===== src/shared/nv_mux_pkg.sv =====
// Constants and types for the non-volatile output multiplexer
package nv_mux_pkg;
    localparam int DATA_W = 6;
    localparam int SLOT_COUNT = 4;
    localparam logic [6:0] SLAVE_ADDR_BASE = 7'h4C;
    localparam logic [DATA_W-1:0] SLOT_RESET = 6'h00;
    localparam logic [7:0] CMD_SLOT_LAST = 8'h03;
    localparam logic [7:0] CMD_MUX_PIN = 8'hF0;
    localparam logic [7:0] CMD_MUX_HW = 8'hF2;
    localparam logic [5:0] CMD_MUX_SLOT_TOP = 6'h3E;
    localparam logic [7:0] CMD_READ_HW = 8'hFF;
    localparam logic [7:0] PTR_RESET = 8'h00;
    localparam logic [3:0] BITS_PER_BYTE = 4'h8;
    localparam logic [3:0] TX_LAST_BIT = 4'h7;

    typedef enum logic [2:0] {
        MODE_PIN  = 3'b001,
        MODE_HW   = 3'b010,
        MODE_SLOT = 3'b100
    } mux_mode_e;

    typedef enum logic [6:0] {
        ST_IDLE = 7'b000_0001,
        ST_ADDR = 7'b000_0010,
        ST_AACK = 7'b000_0100,
        ST_RX   = 7'b000_1000,
        ST_WACK = 7'b001_0000,
        ST_TX   = 7'b010_0000,
        ST_MACK = 7'b100_0000
    } bus_state_e;
endpackage


===== src/rtl/nv_output_mux.sv =====
// Serial-bus slave with four non-volatile slots driving a six-bit output multiplexer
//
// Contract
// - Answer slave address 1001100; strap level sets the address LSB.
// - Four independent six-bit slots 0..3, writable and readable over the bus.
// - Slot programming accepted only while write-protect permits it.
// - Source select pin chooses slot value or hardware select inputs.
// - Bus write sets mux configuration: pin control, hardware inputs or slot 0..3.
// - All four slots written in one transaction and read in one.
// - Master can read back current hardware select input levels.
// - Six hardware select inputs, one per output bit.
// - Write-protect tied low permits slot programming.
// - Source select pin high (floating) selects the hardware inputs.
// - After power-up outputs follow hardware inputs until reconfigured.
module nv_output_mux
    import nv_mux_pkg::*;
(
    input wire logic mclk_i,
    input wire logic resetn_i,
    input wire logic scl_i,
    input wire logic sda_i,
    output logic sda_o,
    output logic sda_oe_o,
    input wire logic address_strap_i,
    input wire logic write_protect_i,
    input wire logic mux_select_i,
    input wire logic [DATA_W-1:0] hw_sel_i,
    output logic [DATA_W-1:0] mux_out_o
);

    ////////////////////////////////////////////////////////////////////////
    logic [1:0] rst_sync_reg;
    logic rst_n;

    always_ff @(posedge mclk_i or negedge resetn_i) begin
        if (!resetn_i) begin
            rst_sync_reg <= 2'b00;
        end else begin
            rst_sync_reg <= {rst_sync_reg[0], 1'b1};
        end
    end
    assign rst_n = rst_sync_reg[1];

    ////////////////////////////////////////////////////////////////////////
    bus_state_e state_reg, state_next;
    logic scl_prev_reg, sda_prev_reg;
    logic [3:0] cnt_reg, cnt_next;
    logic [7:0] shift_reg, shift_next;
    logic [7:0] ptr_reg, ptr_next;
    logic rw_reg, rw_next;
    logic first_reg, first_next;
    logic nack_reg, nack_next;
    logic oe_reg, oe_next;
    logic [SLOT_COUNT-1:0][DATA_W-1:0] slot_reg, slot_next;
    mux_mode_e mode_reg, mode_next;
    logic [1:0] sel_reg, sel_next;
    logic [DATA_W-1:0] out_reg, out_next;
    logic scl_rise, scl_fall, start_seen, stop_seen;
    logic [6:0] own_addr;
    logic [7:0] tx_byte;

    assign scl_rise = scl_i && !scl_prev_reg;
    assign scl_fall = !scl_i && scl_prev_reg;
    assign start_seen = scl_i && scl_prev_reg && sda_prev_reg && !sda_i;
    assign stop_seen = scl_i && scl_prev_reg && !sda_prev_reg && sda_i;
    assign own_addr = {SLAVE_ADDR_BASE[6:1], address_strap_i};

    always_comb begin
        if (ptr_reg == CMD_READ_HW) begin
            tx_byte = {2'b00, hw_sel_i};
        end else if (ptr_reg <= CMD_SLOT_LAST) begin
            tx_byte = {2'b00, slot_reg[ptr_reg[1:0]]};
        end else begin
            tx_byte = 8'h00;
        end
    end

    always_comb begin
        state_next = state_reg;
        cnt_next = cnt_reg;
        shift_next = shift_reg;
        ptr_next = ptr_reg;
        rw_next = rw_reg;
        first_next = first_reg;
        nack_next = nack_reg;
        oe_next = oe_reg;
        slot_next = slot_reg;
        mode_next = mode_reg;
        sel_next = sel_reg;
        if (start_seen) begin
            state_next = ST_ADDR;
            cnt_next = 4'h0;
            oe_next = 1'b0;
        end else if (stop_seen) begin
            state_next = ST_IDLE;
            oe_next = 1'b0;
        end else begin
            unique case (state_reg)
                ST_IDLE: begin
                    oe_next = 1'b0;
                end
                ST_ADDR, ST_RX: begin
                    if (scl_rise) begin
                        shift_next = {shift_reg[6:0], sda_i};
                        cnt_next = cnt_reg + 4'h1;
                    end else if (scl_fall && cnt_reg == BITS_PER_BYTE) begin
                        if (state_reg == ST_RX) begin
                            state_next = ST_WACK;
                            oe_next = 1'b1;
                            first_next = 1'b0;
                            if (first_reg) begin
                                ptr_next = shift_reg;
                                if (shift_reg == CMD_MUX_PIN) begin
                                    mode_next = MODE_PIN;
                                end else if (shift_reg == CMD_MUX_HW) begin
                                    mode_next = MODE_HW;
                                end else if (shift_reg[7:2] == CMD_MUX_SLOT_TOP) begin
                                    mode_next = MODE_SLOT;
                                    sel_next = shift_reg[1:0];
                                end
                            end else if (ptr_reg <= CMD_SLOT_LAST) begin
                                if (!write_protect_i) begin
                                    slot_next[ptr_reg[1:0]] = shift_reg[DATA_W-1:0];
                                end
                                ptr_next = {6'h00, ptr_reg[1:0] + 2'b01};
                            end
                        end else if (shift_reg[7:1] == own_addr) begin
                            state_next = ST_AACK;
                            oe_next = 1'b1;
                            rw_next = shift_reg[0];
                            first_next = 1'b1;
                        end else begin
                            state_next = ST_IDLE;
                        end
                    end
                end
                ST_AACK, ST_WACK, ST_MACK: begin
                    if (state_reg == ST_MACK && scl_rise) begin
                        nack_next = sda_i;
                    end else if (scl_fall) begin
                        cnt_next = 4'h0;
                        oe_next = 1'b0;
                        if (state_reg == ST_MACK && nack_reg) begin
                            state_next = ST_IDLE;
                        end else if (state_reg != ST_WACK && (state_reg == ST_MACK || rw_reg)) begin
                            state_next = ST_TX;
                            shift_next = tx_byte;
                            oe_next = !tx_byte[7];
                            if (ptr_reg <= CMD_SLOT_LAST) begin
                                ptr_next = {6'h00, ptr_reg[1:0] + 2'b01};
                            end
                        end else begin
                            state_next = ST_RX;
                        end
                    end
                end
                ST_TX: begin
                    if (scl_fall) begin
                        cnt_next = cnt_reg + 4'h1;
                        shift_next = {shift_reg[6:0], 1'b0};
                        if (cnt_reg == TX_LAST_BIT) begin
                            state_next = ST_MACK;
                            oe_next = 1'b0;
                        end else begin
                            oe_next = !shift_reg[6];
                        end
                    end
                end
                default: begin
                    state_next = ST_IDLE;
                    oe_next = 1'b0;
                end
            endcase
        end
    end

    always_comb begin
        unique case (mode_reg)
            MODE_HW: out_next = hw_sel_i;
            MODE_SLOT: out_next = slot_reg[sel_reg];
            // pin chooses source; high selects hardware
            MODE_PIN: out_next = mux_select_i ? hw_sel_i : slot_reg[sel_reg];
            default: out_next = hw_sel_i;
        endcase
    end

    always_ff @(posedge mclk_i or negedge rst_n) begin
        if (!rst_n) begin
            state_reg <= ST_IDLE;
            scl_prev_reg <= 1'b1;
            sda_prev_reg <= 1'b1;
            cnt_reg <= 4'h0;
            shift_reg <= 8'h00;
            ptr_reg <= PTR_RESET;
            rw_reg <= 1'b0;
            first_reg <= 1'b0;
            nack_reg <= 1'b0;
            oe_reg <= 1'b0;
            slot_reg <= {SLOT_COUNT{SLOT_RESET}};
            mode_reg <= MODE_HW;
            sel_reg <= 2'b00;
            out_reg <= 6'h00;
        end else begin
            state_reg <= state_next;
            scl_prev_reg <= scl_i;
            sda_prev_reg <= sda_i;
            cnt_reg <= cnt_next;
            shift_reg <= shift_next;
            ptr_reg <= ptr_next;
            rw_reg <= rw_next;
            first_reg <= first_next;
            nack_reg <= nack_next;
            oe_reg <= oe_next;
            slot_reg <= slot_next;
            mode_reg <= mode_next;
            sel_reg <= sel_next;
            out_reg <= out_next;
        end
    end

    // Open drain: only ever pulls low
    assign sda_o = 1'b0;
    assign sda_oe_o = oe_reg;
    assign mux_out_o = out_reg;

    ////////////////////////////////////////////////////////////////////////
    addr_ack_match_a: assert property (@(posedge mclk_i) disable iff (!rst_n)
        (state_reg == ST_ADDR && state_next == ST_AACK) |-> shift_reg[7:1] == own_addr)
        else $error("address acknowledged with wrong address");
    protect_hold_a: assert property (@(posedge mclk_i) disable iff (!rst_n)
        write_protect_i |=> slot_reg == $past(slot_reg))
        else $error("slot changed while write protected");
    slot_store_a: assert property (@(posedge mclk_i) disable iff (!rst_n)
        (state_reg == ST_RX && state_next == ST_WACK && !first_reg && ptr_reg <= CMD_SLOT_LAST
         && !write_protect_i) |=> slot_reg[$past(ptr_reg[1:0])] == $past(shift_reg[DATA_W-1:0]))
        else $error("permitted slot write not stored");
    pin_hw_select_a: assert property (@(posedge mclk_i) disable iff (!rst_n)
        (mode_reg == MODE_PIN && mux_select_i) |=> mux_out_o == $past(hw_sel_i))
        else $error("pin high did not select hardware inputs");
    pin_slot_select_a: assert property (@(posedge mclk_i) disable iff (!rst_n)
        (mode_reg == MODE_PIN && !mux_select_i) |=> mux_out_o == $past(slot_reg[sel_reg]))
        else $error("pin low did not select slot");
    slot_cmd_mode_a: assert property (@(posedge mclk_i) disable iff (!rst_n)
        (state_reg == ST_RX && state_next == ST_WACK && first_reg && shift_reg[7:2] == CMD_MUX_SLOT_TOP)
        |=> mode_reg == MODE_SLOT && sel_reg == $past(shift_reg[1:0]))
        else $error("slot mux command not applied");
    hw_follow_a: assert property (@(posedge mclk_i) disable iff (!rst_n)
        mode_reg == MODE_HW |=> mux_out_o == $past(hw_sel_i))
        else $error("outputs not following hardware inputs");
    hw_readback_a: assert property (@(posedge mclk_i) disable iff (!rst_n)
        (state_reg != ST_TX && state_next == ST_TX && ptr_reg == CMD_READ_HW)
        |=> shift_reg == {2'b00, $past(hw_sel_i)} && oe_reg == 1'b1)
        else $error("hardware readback byte wrong");
    ptr_advance_a: assert property (@(posedge mclk_i) disable iff (!rst_n)
        (state_reg == ST_RX && state_next == ST_WACK && !first_reg && ptr_reg <= CMD_SLOT_LAST)
        |=> ptr_reg == {6'h00, $past(ptr_reg[1:0]) + 2'b01})
        else $error("slot pointer did not advance");
endmodule


===== config.mk =====
export PLATFORM = sky130hd
export DESIGN_NAME = nv_output_mux
export DESIGN_NICKNAME = d
export VERILOG_FILES = /design/src/shared/nv_mux_pkg.sv /design/src/rtl/nv_output_mux.sv
export SDC_FILE = /design/constraint.sdc
export NUM_CORES = 1
export LEC_CHECK = 0
export BUFFER_PORTS_ARGS = -buffer_cell sky130_fd_sc_hd__buf_4
export CORE_UTILIZATION = 55
export CTS_CLUSTER_SIZE = 8
export DETAILED_ROUTE_END_ITERATION = 12
export PLACE_DENSITY_LB_ADDON = 0.12
export SYNTH_ARGS = -nofsm -noshare
export SYNTH_HDL_FRONTEND = slang
export SYNTH_SLANG_ARGS = --single-unit

===== constraint.sdc =====
create_clock -name mclk_i -period 2.1 [get_ports mclk_i]
set_input_delay 0.525 -clock mclk_i [delete_from_list [all_inputs] [get_ports mclk_i]]
set_output_delay 0.525 -clock mclk_i [all_outputs]
set_load 0.01 [all_outputs]

Word level (Yosys, flattened, before mapping)
Cells that the tools add are included.
{"block": "word_totals", "regBits": 70, "in_bits": 13, "out_inout_bits": 8, "word_cells": 173}
{"block": "op_classes", "add_sub_neg": 2, "n_lt_le_gt_ge": 4, "eq_ne": 39, "mux": 65, "n_bitwise": 8, "n_reduce_logical": 37}
{"operator": "8-bit 2-to-1 mux", "n": 15}
{"operator": "7-bit 2-to-1 mux", "n": 8}
{"operator": "6-bit 2-to-1 mux", "n": 8}
{"operator": "7-bit one-hot mux with 4 select lines", "n": 1}
{"operator": "6-bit binary-select mux with 2-bit select", "n": 2}
{"operator": "24-bit bitwise mux", "n": 1}
{"operator": "8-bit == test (second input constant)", "n": 3}
{"operator": "4-bit 2-to-1 mux", "n": 6}
{"operator": "4-bit inequality test (second input constant)", "n": 6}
{"operator": "8-bit one-hot mux with 3 select lines", "n": 1}
{"operator": "2-bit inequality test (second input constant)", "n": 10}
{"operator": "10-bit AND reduction", "n": 2}
{"operator": "6-bit AND reduction", "n": 3}
{"operator": "9-bit AND reduction", "n": 2}
{"operator": "8-bit one-hot mux with 2 select lines", "n": 1}
{"operator": "3-bit inequality test (second input constant)", "n": 5}
{"operator": "7-bit AND reduction", "n": 2}
{"operator": "1-bit 2-to-1 mux", "n": 13}
{"operator": "6-bit demux with 2-bit select", "n": 1}
{"operator": "1-bit logical AND", "n": 12}
{"operator": "3-bit 2-to-1 mux", "n": 4}
{"operator": "4-bit one-hot mux with 3 select lines", "n": 1}
{"operator": "6-bit one-hot mux with 2 select lines", "n": 1}
{"operator": "8-bit by 2-bit less-or-equal comparator with 1-bit output (second input constant)", "n": 1}
{"operator": "32 further kinds", "n": 46}

Longest topological paths before layout
{"block": "logic_depth", "word_depth": 10, "depth_mapped": 8, "ltp_nobuf": 7}

Least setup slack after synthesis
No wires, ideal clock.
{"block": "synth_path", "path_type": "register -> register", "start": "reg ptr_reg[6]", "end": "reg slot_reg[0] (netlist name)", "setup_time_ps": 125, "arrival_ps": 1981, "required_time_ps": 1975, "setup_slack_ps": -7, "stages_incl_launch_ff": 7, "path_buffers": 1, "period_less_slack_ps": 2107, "path_cell_list": "dfrtp_1 or4_4 nor3_4 and4_4 and2_4 buf_12 mux2_4"}
{"block": "synth_between", "elab_chain_len": 2}
{"item": "start, declared", "line": "nv_output_mux.sv:49", "source": "logic [7:0] ptr_reg, ptr_next;"}
{"item": "start signal, assigned", "line": "nv_output_mux.sv:209", "source": "ptr_reg <= ptr_next;"}
{"item": "8-bit by 2-bit less-or-equal comparator with 1-bit output", "line": "nv_output_mux.sv:121", "source": "end else if (ptr_reg <= CMD_SLOT_LAST) begin"}
{"item": "9-bit AND reduction (no line)"}
{"item": "end signal, assigned", "line": "nv_output_mux.sv:199", "source": "slot_reg <= {SLOT_COUNT{SLOT_RESET}};"}
{"item": "end signal, assigned", "line": "nv_output_mux.sv:214", "source": "slot_reg <= slot_next;"}
{"item": "end, declared", "line": "nv_output_mux.sv:54", "source": "logic [SLOT_COUNT-1:0][DATA_W-1:0] slot_reg, slot_next;"}
No other way between the ends.
A chain may end at the register's enable or synchronous reset.

Worst setup path after layout
{"block": "layout_path", "start": "reg ptr_reg[6]", "end": "reg slot_reg[1] (netlist name)"}
The elaborated chain is that of the path after synthesis.

==> results.txt <==
Outcome - finished clean
Synth Area per Inst - 12.3 µm²
Vias in the first global route - 2823
Hold slack - 0.274 ns
Final hold vios - 0
Pre-CTS setup slack - 0.0258 ns
Total chip power - 3.05 mW
Startpoint types - flip-flop
Skew-Pair Late Insertion Delay - 0.35 ns
Per-cell routed wire length - 19.2 µm
Maxcap violations - 0
Final setup TNS - 0 ns
Arrival time worst endpoint - 2.25 ns
F_max - 0.496 GHz
Area delta synth->final - 15.1%
Clock Sinks - 70
Crit. End Element - flip-flop
Largest net degree at the start of global routing - 44
Min-delay worst type - flip-flop to asynchronous set/reset pin
TritonCTS clock tree - done
Ant. Diodes - 0
Post-layout util - 66.7%
Post-synth ARST share - 100%
Crit path required time - 2.33 ns
Post-Syn Area - 4000 µm²
Worst Path Max Fanout - 6
Total iterations of the first detailed-routing run - 4
Die Span X - 87.3 µm
IO Count - 21
Remaining global-route overflow - 0
Synth Warn # - 0
Critical-path cell list - or4_4 -> nor3_4 -> and4_4 -> and2_4 -> mux2_4
Aggregate routed wire length - 9100 µm
Port buffer count - 19
Max reg flops - 24
Placer Congestion - 0.907
Endpoints failing setup - 0
Sequential area share after synthesis - 43.9%
Clock Skews - 0.00879 ns
WS Path Type - flip-flop to flip-flop
Htree depth - 3
Total die area - 7620 µm²
Nets - 392
Most used flip-flop cell after synthesis - dfrtp_1
Slew Viols, Final - 0
Clk buf depth - 2
CP max stage delay - 0.55 ns
Core Box Area - 6910 µm²
Post-CTS Setup Bufs - 0
RSZ-0062 raised after global routing - false
Worst r2r src - ptr_reg[6]
Slowest cell on crit path - or4_4
Initial drt markers - 216
Post-synth EDFFs - 0
Via count of the routed design - 2824
PwrDens - 663 nW/µm²
LEAKAGE - 2.09 nW
First-pass GRT wire length - 15000 µm
Final Cycle Share - 96.1%
Clk slew on worst S/H paths - 0.07 ns
CTS Buf Count - 9
Reg-to-reg slack, setup - 0.08 ns
Tightest Pin Transition - 0.584 ns
Initial Util - 58.0%
Final WS setup - 0.0823 ns
FP Rows - 30
VDD IR max - 607 µV
Die H - 87.3 µm
Worst setup path end - slot_reg[1]
Global-route usage over all layers - 26.9%
DRC Markers - 0
Root Buffer - clkbuf_8
Worst R2R End - slot_reg[1]
Final worst path period need - 2.02 ns
Share of layout cells above drive strength 1 - 39.7%
Routed Antenna Nets - 0
Worst r2r path cells - 5
Antenna violations before repair - 0
Post-synth cell types - 63
Synth Net Count - 345
Vias/cell - 5.96
Worst slew margin - 61.0%
Crit. Startpoint - ptr_reg[6]
HPWL Detailed - 6580 µm
Synthesized flop and latch total - 70
Mapped Cells - 326
-- through the flow --
step / area [µm²] / instances
floorplan: 4000 / 326
global placement: 4390 / 457
detailed placement: 4390 / 457
CTS: 4590 / 474
global route: 4610 / 474
finish: 4610 / 474
-- worst min path at each step --
stage | from | to | slack, ns | cells past startpoint
final | rst_sync_reg[1] | shift_reg[2] | 0.27 | 0
after global routing | sda_i | sda_prev_reg | 0.32 | 1
after CTS | rst_sync_reg[1] | shift_reg[2] | 0.30 | 0
after detailed placement | rst_sync_reg[1] | shift_reg[2] | 0.29 | 0
after global placement | rst_sync_reg[1] | shift_reg[3] | 0.29 | 0
after floorplan | resetn_i | rst_sync_reg[0] | 0.23 | 0
-- worst max-delay path: cells and delay by family (launching register included) --
family           cells  cell delay (ns)
DFF                  1             0.39
and+or+nand+nor      4             1.21
muxes                1             0.32
-- cell usage after synthesis, drive strengths merged, types with 3 or more instances --
| master | instances | area share (%) |
|---|---|---|
| nand2b | 4 | 0.62 |
| mux2i | 4 | 1.0 |
| nand4b | 3 | 0.66 |
| nor2 | 12 | 1.1 |
| and2 | 4 | 0.87 |
| mux4 | 12 | 6.8 |
| ha | 6 | 1.9 |
| xor2 | 3 | 0.66 |
| mux2 | 47 | 15 |
| o31ai | 3 | 0.56 |
| o21ai | 13 | 1.6 |
| clkbuf | 7 | 0.66 |
| nand4 | 6 | 1.1 |
| a22oi | 5 | 0.94 |
| dfrtp | 66 | 41 |
| nor3 | 7 | 1.7 |
| and3 | 4 | 0.62 |
| o211ai | 5 | 0.94 |
| inv | 11 | 1.0 |
| dfstp | 4 | 2.6 |
| a21oi | 7 | 0.87 |
| nand3 | 9 | 1.1 |
| nand2 | 24 | 2.3 |
| nor3b | 5 | 0.94 |
| and4 | 3 | 0.72 |
| buf | 11 | 3.0 |
| nor2b | 4 | 0.62 |
-- cell usage in the layout, fill, tap and decap left out, types with 3 or more instances in the layout --
master	count
dfrtp_1	63
buf_4	52
nand2_1	24
mux2_4	24
mux2_2	23
o21ai_0	13
mux4_2	12
nor2_1	11
inv_1	11
clkbuf_8	10
nand3_1	9
a21oi_1	7
ha_1	6
nor3b_1	5
o211ai_1	5
nand4_1	5
a22oi_1	5
nand2b_1	4
and2_4	4
nor3_1	4
nor2b_1	4
and3_1	4
mux2i_1	4
dfstp_2	4
nor3_4	3
xor2_1	3
nand4b_1	3
dfrtp_2	3
-- where the power goes --
| group | switching, mW | total (mW) | internal, mW |
|---|---|---|---|
| clock | 0.498 | 1.08 | 0.578 |
| combinational | 0.235 | 0.439 | 0.204 |
| sequential | 0.115 | 1.54 | 1.42 |
-- metal layers --
metal  part of all wire (%)  vias up  GRT usage, %  wire length, µm
met5                      0        -             0                0
met4                    1.7        0          9.54              155
met3                    7.3       17          6.54              667
met2                     46       87          39.0             4170
met1                     45     1413          39.4             4110
li1                       -     1307             -                -
-- layout make-up --
class	count	area (µm²)
Tap cell	96	120
Clock buffer	12	145
Inverter	11	41.3
Multi-Input combinational cell	227	2070
Fill cell	554	2300
Clock inverter	4	47.5
Sequential cell	70	1760
Timing Repair Buffer	54	420
-- cell families (layout without fill, tap and decap cells) --
family	after synthesis	count (layout)	share of synthesized area, %
AO/OA/AOI/OAI	57	57	10.7
XOR/XNOR	4	4	0.875
adder cells (fa/ha/maj)	6	6	1.87
buffers and inverters	29	81	4.72
flip-flops	70	70	43.9
multiplexers	63	63	23.2
other	2	2	0.188
AND/OR/NAND/NOR	95	95	14.6
-- what timing repair did --
| item | in CTS | in global routing |
|---|---|---|
| hold buffers | 1 | 0 |
| endpoints found under the hold margin | 2 | 0 |
| gates resized for setup | 0 | 5 |
| setup endpoints to repair | 0 | 12 |
No activity file was read; power rests on OpenSTA's default activity.
